**src/hw/vamm_pkg.sv**
```systemverilog
// Constants and types for the vector and memory map block.
// Assumes a 4-bit core with 13-bit program and 12-bit data addresses.
package vamm_pkg;

  // Address fields, stack width and source count
  localparam int STEP_W = 8;
  localparam int PAGE_W = 4;
  localparam int PA_W = 13;
  localparam int DA_W = 12;
  localparam int SP_W = 8;
  localparam int NUM_SRC = 6;
  localparam int STEPS_PER_PAGE = 256;

  // Start address after reset: bank 0, page 1, step 00H
  localparam logic RESET_BANK = 1'b0;
  localparam logic [PAGE_W-1:0] RESET_PAGE = 4'h1;
  localparam logic [STEP_W-1:0] RESET_STEP = 8'h00;

  // Vector page and step window
  localparam logic [PAGE_W-1:0] VEC_PAGE = 4'h1;
  localparam logic [STEP_W-1:0] VEC_STEP_LO = 8'h02;
  localparam logic [STEP_W-1:0] VEC_STEP_HI = 8'h0C;

  // Sources, lowest priority first
  localparam int SRC_CLOCK = 0;
  localparam int SRC_STOPWATCH = 1;
  localparam int SRC_KEY_A = 2;
  localparam int SRC_KEY_B = 3;
  localparam int SRC_SERIAL = 4;
  localparam int SRC_PTIMER = 5;
  localparam logic [STEP_W-1:0] VEC_STEP [NUM_SRC] =
    '{8'h02, 8'h04, 8'h06, 8'h08, 8'h0A, 8'h0C};

  // Stack cost of a call or interrupt entry, in words
  localparam logic [SP_W-1:0] STACK_WORDS = 8'h03;
  localparam logic [SP_W-1:0] SP_RESET = 8'h00;

  // Data memory regions
  localparam logic [DA_W-1:0] MREG_LO = 12'h000;
  localparam logic [DA_W-1:0] MREG_HI = 12'h00F;
  localparam logic [DA_W-1:0] RAM_LO = 12'h000;
  localparam logic [DA_W-1:0] DISP_A_LO = 12'hE00;
  localparam logic [DA_W-1:0] DISP_B_LO = 12'hE80;
  localparam logic [DA_W-1:0] DISP40_A_HI = 12'hE4F;
  localparam logic [DA_W-1:0] DISP40_B_HI = 12'hECF;
  localparam logic [DA_W-1:0] DISP51_A_HI = 12'hE65;
  localparam logic [DA_W-1:0] DISP51_B_HI = 12'hEF5;
  localparam logic [DA_W-1:0] IO_A_LO = 12'hF00;
  localparam logic [DA_W-1:0] IO_A_HI = 12'hF4F;
  localparam logic [DA_W-1:0] IO_B_LO = 12'hFC0;
  localparam logic [DA_W-1:0] IO_B_HI = 12'hFFF;

  // Device variants
  typedef enum logic [1:0] {
    VAMM_ROM4K = 2'h0,
    VAMM_ROM6K = 2'h1,
    VAMM_ROM5K = 2'h2,
    VAMM_ROM8K = 2'h3
  } vamm_variant_t;

  localparam logic [4:0] BANK1_PAGES [4] = '{5'h00, 5'h08, 5'h04, 5'h10};
  localparam logic [DA_W-1:0] RAM_HI [4] = '{12'h17F, 12'h27F, 12'h47F, 12'h2FF};

  // Data region codes, one-hot
  typedef enum logic [3:0] {
    VAMM_UNUSED = 4'b0001,
    VAMM_RAM = 4'b0010,
    VAMM_DISP = 4'b0100,
    VAMM_IO = 4'b1000
  } vamm_region_t;

endpackage

```
**src/hw/vamm_irq_arbiter.sv**
```systemverilog
// Factor flags and fixed-priority vector choice for six sources.
// Sources and CPU strobes are on mclk; no synchronisers needed.
`timescale 1ns/10ps
`default_nettype none
module vamm_irq_arbiter (
  // Clock and reset
  input wire logic mclk,
  input wire logic rst,
  input wire logic ce,
  // Sources and CPU side
  input wire logic [vamm_pkg::NUM_SRC-1:0] src_event,
  input wire logic [vamm_pkg::NUM_SRC-1:0] src_enable,
  input wire logic [vamm_pkg::NUM_SRC-1:0] factor_read,
  input wire logic cpu_int_enable,
  input wire logic int_ack,
  // Results
  output logic [vamm_pkg::NUM_SRC-1:0] factor_flag,
  output logic int_request,
  output logic [vamm_pkg::STEP_W-1:0] vec_step,
  output logic vec_valid
);

  typedef struct packed {
    logic [vamm_pkg::NUM_SRC-1:0] flag;
    logic req;
    logic [vamm_pkg::STEP_W-1:0] step;
    logic valid;
  } vamm_arb_t;

  vamm_arb_t cur;
  vamm_arb_t nxt;
  logic [vamm_pkg::NUM_SRC-1:0] live;

  // Highest set index wins
  function automatic logic [vamm_pkg::STEP_W-1:0] pick(
    input logic [vamm_pkg::NUM_SRC-1:0] v);
    logic [vamm_pkg::STEP_W-1:0] s;
    s = vamm_pkg::VEC_STEP[vamm_pkg::SRC_CLOCK];
    for (int i = 0; i < vamm_pkg::NUM_SRC; i++)
    begin
      if (v[i])
        s = vamm_pkg::VEC_STEP[i];
    end
    return s;
  endfunction

  // Flags, request and vector
  always_comb
  begin
    nxt = cur;
    live = cur.flag & src_enable;
    // Set beats a read in the same cycle so no event is lost
    nxt.flag = src_event | (cur.flag & ~factor_read);
    // Ack leaves every flag set, so losers keep asking after service
    nxt.req = (|live) & cpu_int_enable & ~int_ack;
    nxt.valid = 1'b0;
    if (int_ack && (|live))
    begin
      nxt.step = pick(live);
      nxt.valid = 1'b1;
    end
  end

  always_ff @(posedge mclk)
  begin
    if (rst)
      cur <= '0;
    else if (ce)
      cur <= nxt;
  end

  assign factor_flag = cur.flag;
  assign int_request = cur.req;
  assign vec_step = cur.step;
  assign vec_valid = cur.valid;

endmodule
`default_nettype wire

```
**src/hw/vamm_data_decode.sv**
```systemverilog
// Data address decoder: RAM, memory registers, display and I/O areas.
// Address and pointer come from core logic on mclk.
`timescale 1ns/10ps
`default_nettype none
module vamm_data_decode #(
  parameter vamm_pkg::vamm_variant_t VARIANT = vamm_pkg::VAMM_ROM8K
) (
  // Clock and reset
  input wire logic mclk,
  input wire logic rst,
  input wire logic ce,
  // Access request
  input wire logic [vamm_pkg::DA_W-1:0] data_addr,
  input wire logic use_pointer,
  input wire logic [3:0] memory_register_pointer,
  // Decoded result
  output logic [vamm_pkg::DA_W-1:0] eff_addr,
  output logic [3:0] region,
  output logic mreg_hit
);

  typedef struct packed {
    logic [vamm_pkg::DA_W-1:0] addr;
    logic [3:0] region;
    logic mreg;
  } vamm_dec_t;

  vamm_dec_t cur;
  vamm_dec_t nxt;
  logic [vamm_pkg::DA_W-1:0] a;
  logic disp;
  logic io;

  function automatic logic in_range(input logic [vamm_pkg::DA_W-1:0] x,
    input logic [vamm_pkg::DA_W-1:0] lo, input logic [vamm_pkg::DA_W-1:0] hi);
    return (x >= lo) && (x <= hi);
  endfunction

  localparam bit SEG40 = (VARIANT == vamm_pkg::VAMM_ROM4K) ||
    (VARIANT == vamm_pkg::VAMM_ROM6K);

  // Region lookup; anything not listed has no storage
  always_comb
  begin
    nxt = cur;
    // Pointer selects one of the first sixteen RAM words
    a = use_pointer ? {8'h00, memory_register_pointer} : data_addr;
    if (SEG40)
      disp = in_range(a, vamm_pkg::DISP_A_LO, vamm_pkg::DISP40_A_HI) ||
        in_range(a, vamm_pkg::DISP_B_LO, vamm_pkg::DISP40_B_HI);
    else
      disp = in_range(a, vamm_pkg::DISP_A_LO, vamm_pkg::DISP51_A_HI) ||
        in_range(a, vamm_pkg::DISP_B_LO, vamm_pkg::DISP51_B_HI);
    io = in_range(a, vamm_pkg::IO_A_LO, vamm_pkg::IO_A_HI) ||
      in_range(a, vamm_pkg::IO_B_LO, vamm_pkg::IO_B_HI);
    nxt.addr = a;
    nxt.mreg = in_range(a, vamm_pkg::MREG_LO, vamm_pkg::MREG_HI);
    if (in_range(a, vamm_pkg::RAM_LO, vamm_pkg::RAM_HI[VARIANT]))
      nxt.region = vamm_pkg::VAMM_RAM;
    else if (disp)
      nxt.region = vamm_pkg::VAMM_DISP;
    else if (io)
      nxt.region = vamm_pkg::VAMM_IO;
    else
      nxt.region = vamm_pkg::VAMM_UNUSED;
  end

  always_ff @(posedge mclk)
  begin
    if (rst)
    begin
      cur.addr <= '0;
      cur.region <= vamm_pkg::VAMM_UNUSED;
      cur.mreg <= 1'b0;
    end
    else if (ce)
      cur <= nxt;
  end

  assign eff_addr = cur.addr;
  assign region = cur.region;
  assign mreg_hit = cur.mreg;

endmodule
`default_nettype wire

```
**src/hw/vamm_top.sv**
```systemverilog
// Reset and interrupt vectoring, program address map and stack pointer.
// Sits beside the CPU core on mclk; all strobes are one-cycle pulses
// from logic on the same clock, so nothing here is synchronised.
//
// Overview of operation
// - Reset starts fetch at bank 0, page 1, step 0
// - All vectors sit in page 1, steps 02H-0CH
// - Six fixed vectors, clock lowest, timer highest
// - Simultaneous requests take the highest priority vector
// - Pages of 256 steps form program address
// - Smallest variant: bank 0 only, 0000H-0FFFH
// - Largest variant: both banks, 0000H-1FFFH
// - Call or interrupt entry pushes three words
// - RAM 000H-00FH reachable through the pointer
// - 40-segment display memory E00H-E4FH, E80H-ECFH
// - 51-segment display memory E00H-E65H, E80H-EF5H
// - Unused addresses have no storage behind them
// - Factor flag clears when the CPU reads it
`timescale 1ns/10ps
`default_nettype none
module vamm_top #(
  parameter vamm_pkg::vamm_variant_t VARIANT = vamm_pkg::VAMM_ROM8K
) (
  // Clock, reset, enable
  input wire logic mclk,
  input wire logic rst,
  input wire logic ce,
  // Program counter check
  input wire logic pc_bank,
  input wire logic [vamm_pkg::PAGE_W-1:0] pc_page,
  input wire logic [vamm_pkg::STEP_W-1:0] pc_step,
  output logic [vamm_pkg::PA_W-1:0] prog_addr,
  output logic prog_addr_valid,
  // Fetch redirect to the core
  output logic [vamm_pkg::PA_W-1:0] fetch_addr,
  output logic fetch_load,
  // Interrupt sources and CPU handshake
  input wire logic [vamm_pkg::NUM_SRC-1:0] src_event,
  input wire logic [vamm_pkg::NUM_SRC-1:0] src_enable,
  input wire logic [vamm_pkg::NUM_SRC-1:0] factor_read,
  input wire logic cpu_int_enable,
  input wire logic int_ack,
  output logic [vamm_pkg::NUM_SRC-1:0] factor_flag,
  output logic int_request,
  // Stack
  input wire logic call_push,
  input wire logic ret_pop,
  output logic [vamm_pkg::SP_W-1:0] stack_ptr,
  // Data access
  input wire logic [vamm_pkg::DA_W-1:0] data_addr,
  input wire logic use_pointer,
  input wire logic [3:0] memory_register_pointer,
  output logic [vamm_pkg::DA_W-1:0] data_eff_addr,
  output logic [3:0] data_region,
  output logic data_mreg_hit
);

  typedef enum logic [1:0] {
    VAMM_BOOT = 2'b01,
    VAMM_RUN = 2'b10
  } vamm_state_t;

  typedef struct packed {
    vamm_state_t state;
    logic [vamm_pkg::PA_W-1:0] fetch;
    logic load;
    logic [vamm_pkg::PA_W-1:0] prog;
    logic prog_ok;
    logic [vamm_pkg::SP_W-1:0] sp;
  } vamm_top_state_t;

  vamm_top_state_t cur;
  vamm_top_state_t nxt;
  logic [vamm_pkg::STEP_W-1:0] vec_step;
  logic vec_valid;

  // Joins bank, page and step into one program address
  function automatic logic [vamm_pkg::PA_W-1:0] join_addr(input logic bank,
    input logic [vamm_pkg::PAGE_W-1:0] page, input logic [vamm_pkg::STEP_W-1:0] step);
    return {bank, page, step};
  endfunction

  // Whether a page holds ROM in this variant
  function automatic logic rom_present(input logic bank,
    input logic [vamm_pkg::PAGE_W-1:0] page);
    logic [4:0] p;
    p = {1'b0, page};
    if (!bank)
      return 1'b1;
    return p < vamm_pkg::BANK1_PAGES[VARIANT];
  endfunction

  // Interrupt flags and arbitration
  vamm_irq_arbiter u_arb (
    .mclk(mclk),
    .rst(rst),
    .ce(ce),
    .src_event(src_event),
    .src_enable(src_enable),
    .factor_read(factor_read),
    .cpu_int_enable(cpu_int_enable),
    .int_ack(int_ack),
    .factor_flag(factor_flag),
    .int_request(int_request),
    .vec_step(vec_step),
    .vec_valid(vec_valid)
  );

  // Data address decoding
  vamm_data_decode #(
    .VARIANT(VARIANT)
  ) u_dec (
    .mclk(mclk),
    .rst(rst),
    .ce(ce),
    .data_addr(data_addr),
    .use_pointer(use_pointer),
    .memory_register_pointer(memory_register_pointer),
    .eff_addr(data_eff_addr),
    .region(data_region),
    .mreg_hit(data_mreg_hit)
  );

  // Boot redirect, vector redirect, address check, stack pointer
  always_comb
  begin
    nxt = cur;
    nxt.load = 1'b0;
    case (cur.state)
      VAMM_BOOT:
      begin
        // One redirect to the start address, then normal running
        nxt.fetch = join_addr(vamm_pkg::RESET_BANK, vamm_pkg::RESET_PAGE,
          vamm_pkg::RESET_STEP);
        nxt.load = 1'b1;
        nxt.state = VAMM_RUN;
      end
      VAMM_RUN:
      begin
        if (vec_valid)
        begin
          // Vector steps are confined to page 1 of bank 0
          nxt.fetch = join_addr(1'b0, vamm_pkg::VEC_PAGE, vec_step);
          nxt.load = 1'b1;
        end
      end
      default:
        nxt.state = VAMM_BOOT;
    endcase
    nxt.prog = join_addr(pc_bank, pc_page, pc_step);
    nxt.prog_ok = rom_present(pc_bank, pc_page);
    // Push wins if both come together; the core never asks for both
    if (call_push || int_ack)
      nxt.sp = cur.sp - vamm_pkg::STACK_WORDS;
    else if (ret_pop)
      nxt.sp = cur.sp + vamm_pkg::STACK_WORDS;
  end

  always_ff @(posedge mclk)
  begin
    if (rst)
    begin
      cur.state <= VAMM_BOOT;
      cur.fetch <= '0;
      cur.load <= 1'b0;
      cur.prog <= '0;
      cur.prog_ok <= 1'b0;
      cur.sp <= vamm_pkg::SP_RESET;
    end
    else if (ce)
      cur <= nxt;
  end

  // All outputs straight from flops
  assign fetch_addr = cur.fetch;
  assign fetch_load = cur.load;
  assign prog_addr = cur.prog;
  assign prog_addr_valid = cur.prog_ok;
  assign stack_ptr = cur.sp;

endmodule
`default_nettype wire

```
**config.mk**
```make
export PLATFORM = sky130hd
export DESIGN_NAME = vamm_top
export DESIGN_NICKNAME = d
export VERILOG_FILES = /design/src/hw/vamm_pkg.sv /design/src/hw/vamm_irq_arbiter.sv /design/src/hw/vamm_data_decode.sv /design/src/hw/vamm_top.sv
export SDC_FILE = /design/constraint.sdc
export NUM_CORES = 1
export LEC_CHECK = 0
export BUFFER_PORTS_ARGS = -buffer_cell sky130_fd_sc_hd__buf_2
export CAP_MARGIN = 20
export CORE_MARGIN = 4
export CORE_UTILIZATION = 44
export CTS_BUF_LIST = sky130_fd_sc_hd__clkbuf_16
export CTS_CLUSTER_DIAMETER = 50
export DETAILED_ROUTE_END_ITERATION = 12
export GPL_TIMING_DRIVEN = 1
export PLACE_DENSITY_LB_ADDON = 0.12
export SLEW_MARGIN = 10
export SYNTH_ARGS = -nofsm -noshare
export SYNTH_HDL_FRONTEND = slang
export SYNTH_SLANG_ARGS = --single-unit
```
**constraint.sdc**
```tcl
create_clock -name mclk -period 2.2 [get_ports mclk]
set_clock_uncertainty 0.05 [all_clocks]
set_input_delay 0.33 -clock mclk [delete_from_list [all_inputs] [get_ports mclk]]
set_output_delay 0.33 -clock mclk [all_outputs]
set_load 0.005 [all_outputs]
```
Word level (Yosys, flattened, before mapping) --
Cells that the tools add are included.
Word-level totals: bits in registers 67, input port bits 55, word-level logic and storage cells 69
Operators by class: add/subtract/negate cells 2, $lt $le $gt $ge 11, equality and inequality tests 3, mux-type cells 15, bitwise operators 8, reduce and logical (&&, ||, !) cells 17
Operators with widths (number):
- $ge 12x12->1 const B | 4
- $le 12x12->1 const B | 4
- $pmux 14 s2 | 1
- $mux 4 | 6
- $mux 8 | 2
- $mux 14 | 1
- $and 6x6->6 | 2
- $ge 12x1->1 const B | 1
- $le 12x10->1 const B | 1
- $le 12x4->1 const B | 1
- $mux 12 | 1
- $add 8x2->8 const B | 1
- $sub 8x2->8 const B | 1
- $logic_and 1x1->1 | 7
- $mux 3 | 2
- $not 6->6 | 1
- $or 6x6->6 | 1
- $reduce_and 2->1 | 3
- $reduce_or 6->1 | 1
- $pmux 2 s2 | 1
- $reduce_bool 2->1 | 2
- $logic_or 1x1->1 | 3
- $reduce_and 3->1 | 1
- $and 1x1->1 | 2
- other kinds (5) | 6

Depth between registers and ports, before layout --
depth in word-level cells 7, depth in mapped cells 8, gate-level depth less buffers 8

Hierarchy --
From an unflattened synthesis, not the netlist that was laid out.
Second synthesis, totals: cell total of the unflattened synthesis 354, area, all modules 3101.7 µm²
Modules (own cells, without submodules):
- vamm_top | times used 1, cells an instance 198, area each 1771.7 µm², seq. area each 680.7 µm²
- vamm_data_decode | times used 1, cells an instance 91, area each 799.5 µm², seq. area each 340.3 µm²
- vamm_irq_arbiter | times used 1, cells an instance 65, area each 530.5 µm², seq. area each 220.2 µm²

Worst setup path after synthesis --
Ideal clock, no wire load.
kind input-to-reg, start point input port int_ack, end point register cur, in the netlist stack_ptr[7], setup time 0.123 ns, arrival 1.995 ns, required time 2.027 ns, setup slack 0.032 ns, cell stages on the path 7, path buffers 0, cell sequence or2_1 -> ha_1 -> o21a_1 -> o21a_1 -> o22ai_2 -> mux2i_1 -> mux2_1
On the way: longest elaborated chain between the ends 3, elaborated cells between the ends (all ways) 4, classes of those cells mux: 1; reduce/logical: 3
Ends and longest elaborated chain:
- from (decl) | line vamm_top.sv:42 | input wire logic int_ack,
- $logic_or 1x1->1 * | line vamm_top.sv:153 | if (call_push || int_ack)
- $reduce_bool 2->1 (no line)
- $reduce_and 2->1 (no line)
- to (signal assigned) | line vamm_top.sv:171 | cur <= nxt;
- to (decl) | line vamm_top.sv:72 | vamm_top_state_t cur;
Mark *: on every way between the ends. The rest lies on a longest branch, timed or not. A chain may end at the register's enable or synchronous reset.

Worst setup path after layout --
Ends and elaborated chain as after synthesis.

==> results.txt <==
Result of the run - complete, no violations
Xor-xnor portion of the synthesized cell area - 0.602%
Clock latency at the later pin of the worst-skew pair - 0.32 ns
Area of the core - 6390 um^2
Total number of yosys warnings - 0
Switch share - 25.1%
Number of placed I/O pins - 115
Cell variety after synth - 56
Diode count - 0
Total clock buffers created by CTS - 9
Antenna violations before repair - 0
Clock transition at the registers of the reported paths - 0.06 ns
Via count of the first global-routing pass - 2308
Critical path endpoint category - flop
Via density - 5.05
Worst stage delay on the critical path - 0.34 ns
Number of rows in the core area - 29
Share of power burned in registers - 36.6%
Largest buffer count on any clock path - 2
Biggest area contributors in the synthesized netlist - sky130_fd_sc_hd__dfxtp_1 39%, sky130_fd_sc_hd__buf_4 9.0%, sky130_fd_sc_hd__mux2i_1 7.6%
Portion of the clock cycle consumed by the worst path in the final layout - 91.9%
I/O Buffers - 105
Worst path cell trace - buf_2, or2_1, ha_1, o21a_1, o21a_1, o22ai_2, mux2i_1, mux2_1
Source of the worst hold timing path - pc_step[3]
Power after layout - 3.17 mW
Category of the critical setup timing path - input pin to flop
Via Count - 2526
Final setup fails - 0
Critical-path maximum fanout - 8
MaxCap Viol Count - 0
Top cell type's share of synthesized area - 39.2%
Power density normalized to cell area - 867 nW/um^2
Floorplan die height - 89.3 um
Mux share of post-synthesis cell area - 8.34%
Combinational family with the most area after synthesis - simple AND/OR/NAND/NOR gates
Crit path time final - 2.02 ns
Count of flip-flops with a built-in enable after synthesis - 0
Share of flip-flops with an asynchronous set or reset after synthesis - 0%
Die Width - 89.3 um
Fin nets - 482
Arrival @ worst endpoint - 2.18 ns
Total leakage power - 1.79 nW
Worst slack after detailed placement - -0.178 ns
Netlist Area Pre-Place - 2910 um^2
Slowest stage cell, crit path - sky130_fd_sc_hd__ha_1
Hold buffer count at CTS - 0
Clock H-tree levels - 3
Area fraction in and, or, nand and nor cells after synthesis - 19.6%
Iter 0 DRT Violations - 79
Sequential-to-total area share from yosys stat - 39.2%
Commonest register cell after synthesis - sky130_fd_sc_hd__dfxtp_1
Clk sink count - 57
Layout cells sized above 1 - 33.6%
Hold Slack - 0.190 ns
GRT Util Overall - 17.2%
Cell type contributing the most total cell area after synthesis - sky130_fd_sc_hd__dfxtp_1
Number of max-slew violations in the final report - 0
Root buffer cell - sky130_fd_sc_hd__clkbuf_16
Worst slew margin relative to its limit - 62.3%
DR WL/cell - 13.5 um
Highest clock frequency the design can meet - 495 MHz
Path class of the lowest-slack min-delay path - input pin to flop
Gate power share - 16.9%
RR Startpoint - stack_ptr[4]
Adder-Cell Fraction of Synth Area - 4.13%
Detailed Place HPWL - 5090 um
Clock tree from TritonCTS - yes
Startpoint of the most critical setup path - int_ack
Sort of element at the start of the critical path - input pin
Mean Syn Cell Area - 8.84 um^2
WP data required - 2.36 ns
Sum of routed wire length over all layers - 6760 um
Most common cell on crit path - sky130_fd_sc_hd__o21a_1
Detailed-routing iteration count for the pre-antenna-repair pass - 5
Final worst setup slack - 0.179 ns
Setup repair after global routing missed its margin - no
Worst-case register-to-register setup slack - 0.32 ns
Synthesized-area fraction occupied by ao, oa, aoi and oai cells - 15.1%
Post-CTS Setup Bufs - 0
Area Overhead vs Synth - 25.5%
RD Place Congestion - 0.796
Number of gates given a new drive strength after cts - 0
Cells after Synth - 329
Part of the power in the clock network - 46.5%
Final-report hold violation count - 0
Residual antenna-violating net count after detailed routing - 0
Initial Util - 45.6%
Switching power summed over all nets - 0.796 mW
Wire length of the first global-routing pass - 10700 um
Full die area - 7980 um^2
Max rail drop VDD - 495 uV
Register bit total from synthesis - 57
Pin count of the biggest net entering global routing - 31
Total congestion overflow after global routing - 0
Cell Int Power - 2.37 mW
DRC violation count after routing - 0
Tightest Pin Transition - 0.560 ns
==> cells by family after synthesis <==
kind of cell	after synthesis
other	1
AO/OA/AOI/OAI	61
flip-flops	57
multiplexers	24
XOR/XNOR	2
AND/OR/NAND/NOR	116
adder cells (fa/ha/maj)	9
buffers and inverters	59
==> layer usage <==
layer | global-route usage, % | vias up | wire length, um
met4 | 5.68 | 0 | 70
met5 | 0 | - | 0
met1 | 22.4 | 1160 | 3060
met3 | 4.79 | 7 | 422
met2 | 27.6 | 67 | 3210
li1 | - | 1292 | -
==> cell type report <==
class | count | area (um^2)
fillers | 622 | 2740
multi-input cells | 221 | 1430
flip-flops and latches | 57 | 1140
repair buffers | 119 | 631
clock buffers | 9 | 225
well taps | 77 | 96.3
clock inverters | 7 | 93.8
inverters | 10 | 37.5
==> critical path, delay by kind of cell <==
family | cells | cell delay [ns]
and+or+nand+nor | 1 | 0.33
muxes | 2 | 0.53
buffers and inverters | 1 | 0.12
AOI/OAI and AO/OA | 3 | 0.53
adders and majority gates | 1 | 0.34
==> through the flow <==
step | instance area, um^2 | setup TNS, ns | cells | util [%]
CTS | 3650 | 0 | 500 | 57.2
global route | 3650 | 0 | 500 | 57.2
detailed placement | 3330 | -0.325 | 484 | 52.2
floorplan | 2940 | 0 | 337 | -
finish | 3650 | 0 | 500 | 57.2
global placement | 3330 | -0.161 | 484 | 52.2
==> worst paths after layout <==
path                                       to  cells past startpoint
worst max-delay path             stack_ptr[7]                      8
worst min-delay path             prog_addr[3]                      3
worst max register to register   stack_ptr[7]                      6
worst min register to register  fetch_addr[3]                      2
==> placed cells by master (no fill, tap or decap), drive strengths merged, types with 2 or more instances in the layout <==
cell type  synthesis  final
a211oi             6      6
a21boi             2      2
a21oi             16     16
a22oi             13     13
buf               43    119
bufinv             0      2
clkbuf             6      9
clkinv             0      2
clkinvlp           0      2
conb               1      9
dfxtp             57     57
ha                 8      8
inv               10     11
mux2               2      2
mux2i             22     22
nand2             24     24
nand3              3      3
nand3b             3      3
nand4              2      2
nand4b             6      6
nor2              53     53
nor2b              6      6
nor3               5      5
nor3b              2      2
nor4               2      2
o211a              2      2
o211ai             3      3
o21a               3      3
o21ai              6      6
o22ai              2      2
or3                2      2
==> sequential cells by signal, indices dropped and copies added, names as in the netlist <==
register           cells
u_arb.factor_flag      6
u_arb.vec_step         3
stack_ptr              8
fetch_addr             4
prog_addr             13
u_arb.int_request      1
cur                    2
u_arb.vec_valid        1
u_dec.mreg_hit         1
u_dec.eff_addr        12
u_dec.region           4
prog_addr_valid        1
fetch_load             1
==> power by group through the flow <==
stage | Combinational, mW | Clock [mW] | Sequential, mW
after global placement | 0.527 | 0 | 1.18
after floorplan | 0.390 | 0 | 1.17
final | 0.535 | 1.47 | 1.16
after CTS | 0.542 | 1.50 | 1.16
after detailed placement | 0.538 | 0 | 1.18
after global routing | 0.607 | 1.55 | 1.17
==> cells in the mapped netlist, types with 2 or more instances <==
cell	instances
sky130_fd_sc_hd__inv_1	10
sky130_fd_sc_hd__a21oi_1	15
sky130_fd_sc_hd__o21ai_1	2
sky130_fd_sc_hd__o211ai_1	3
sky130_fd_sc_hd__buf_4	35
sky130_fd_sc_hd__mux2i_1	22
sky130_fd_sc_hd__o21ai_0	3
sky130_fd_sc_hd__nand3b_1	3
sky130_fd_sc_hd__or3_1	2
sky130_fd_sc_hd__clkbuf_1	6
sky130_fd_sc_hd__nor2b_1	6
sky130_fd_sc_hd__nor3b_1	2
sky130_fd_sc_hd__nand3_1	3
sky130_fd_sc_hd__dfxtp_1	57
sky130_fd_sc_hd__nor4_1	2
sky130_fd_sc_hd__nor2_1	53
sky130_fd_sc_hd__nand2_1	24
sky130_fd_sc_hd__nor3_1	5
sky130_fd_sc_hd__nand4_1	2
sky130_fd_sc_hd__buf_1	2
sky130_fd_sc_hd__a211oi_1	6
sky130_fd_sc_hd__a22oi_1	13
sky130_fd_sc_hd__buf_6	2
sky130_fd_sc_hd__ha_1	8
sky130_fd_sc_hd__o21a_1	3
sky130_fd_sc_hd__o211a_1	2
sky130_fd_sc_hd__buf_2	4
sky130_fd_sc_hd__nand4b_1	6
Note: power is estimated with default switching activity, not from simulation.
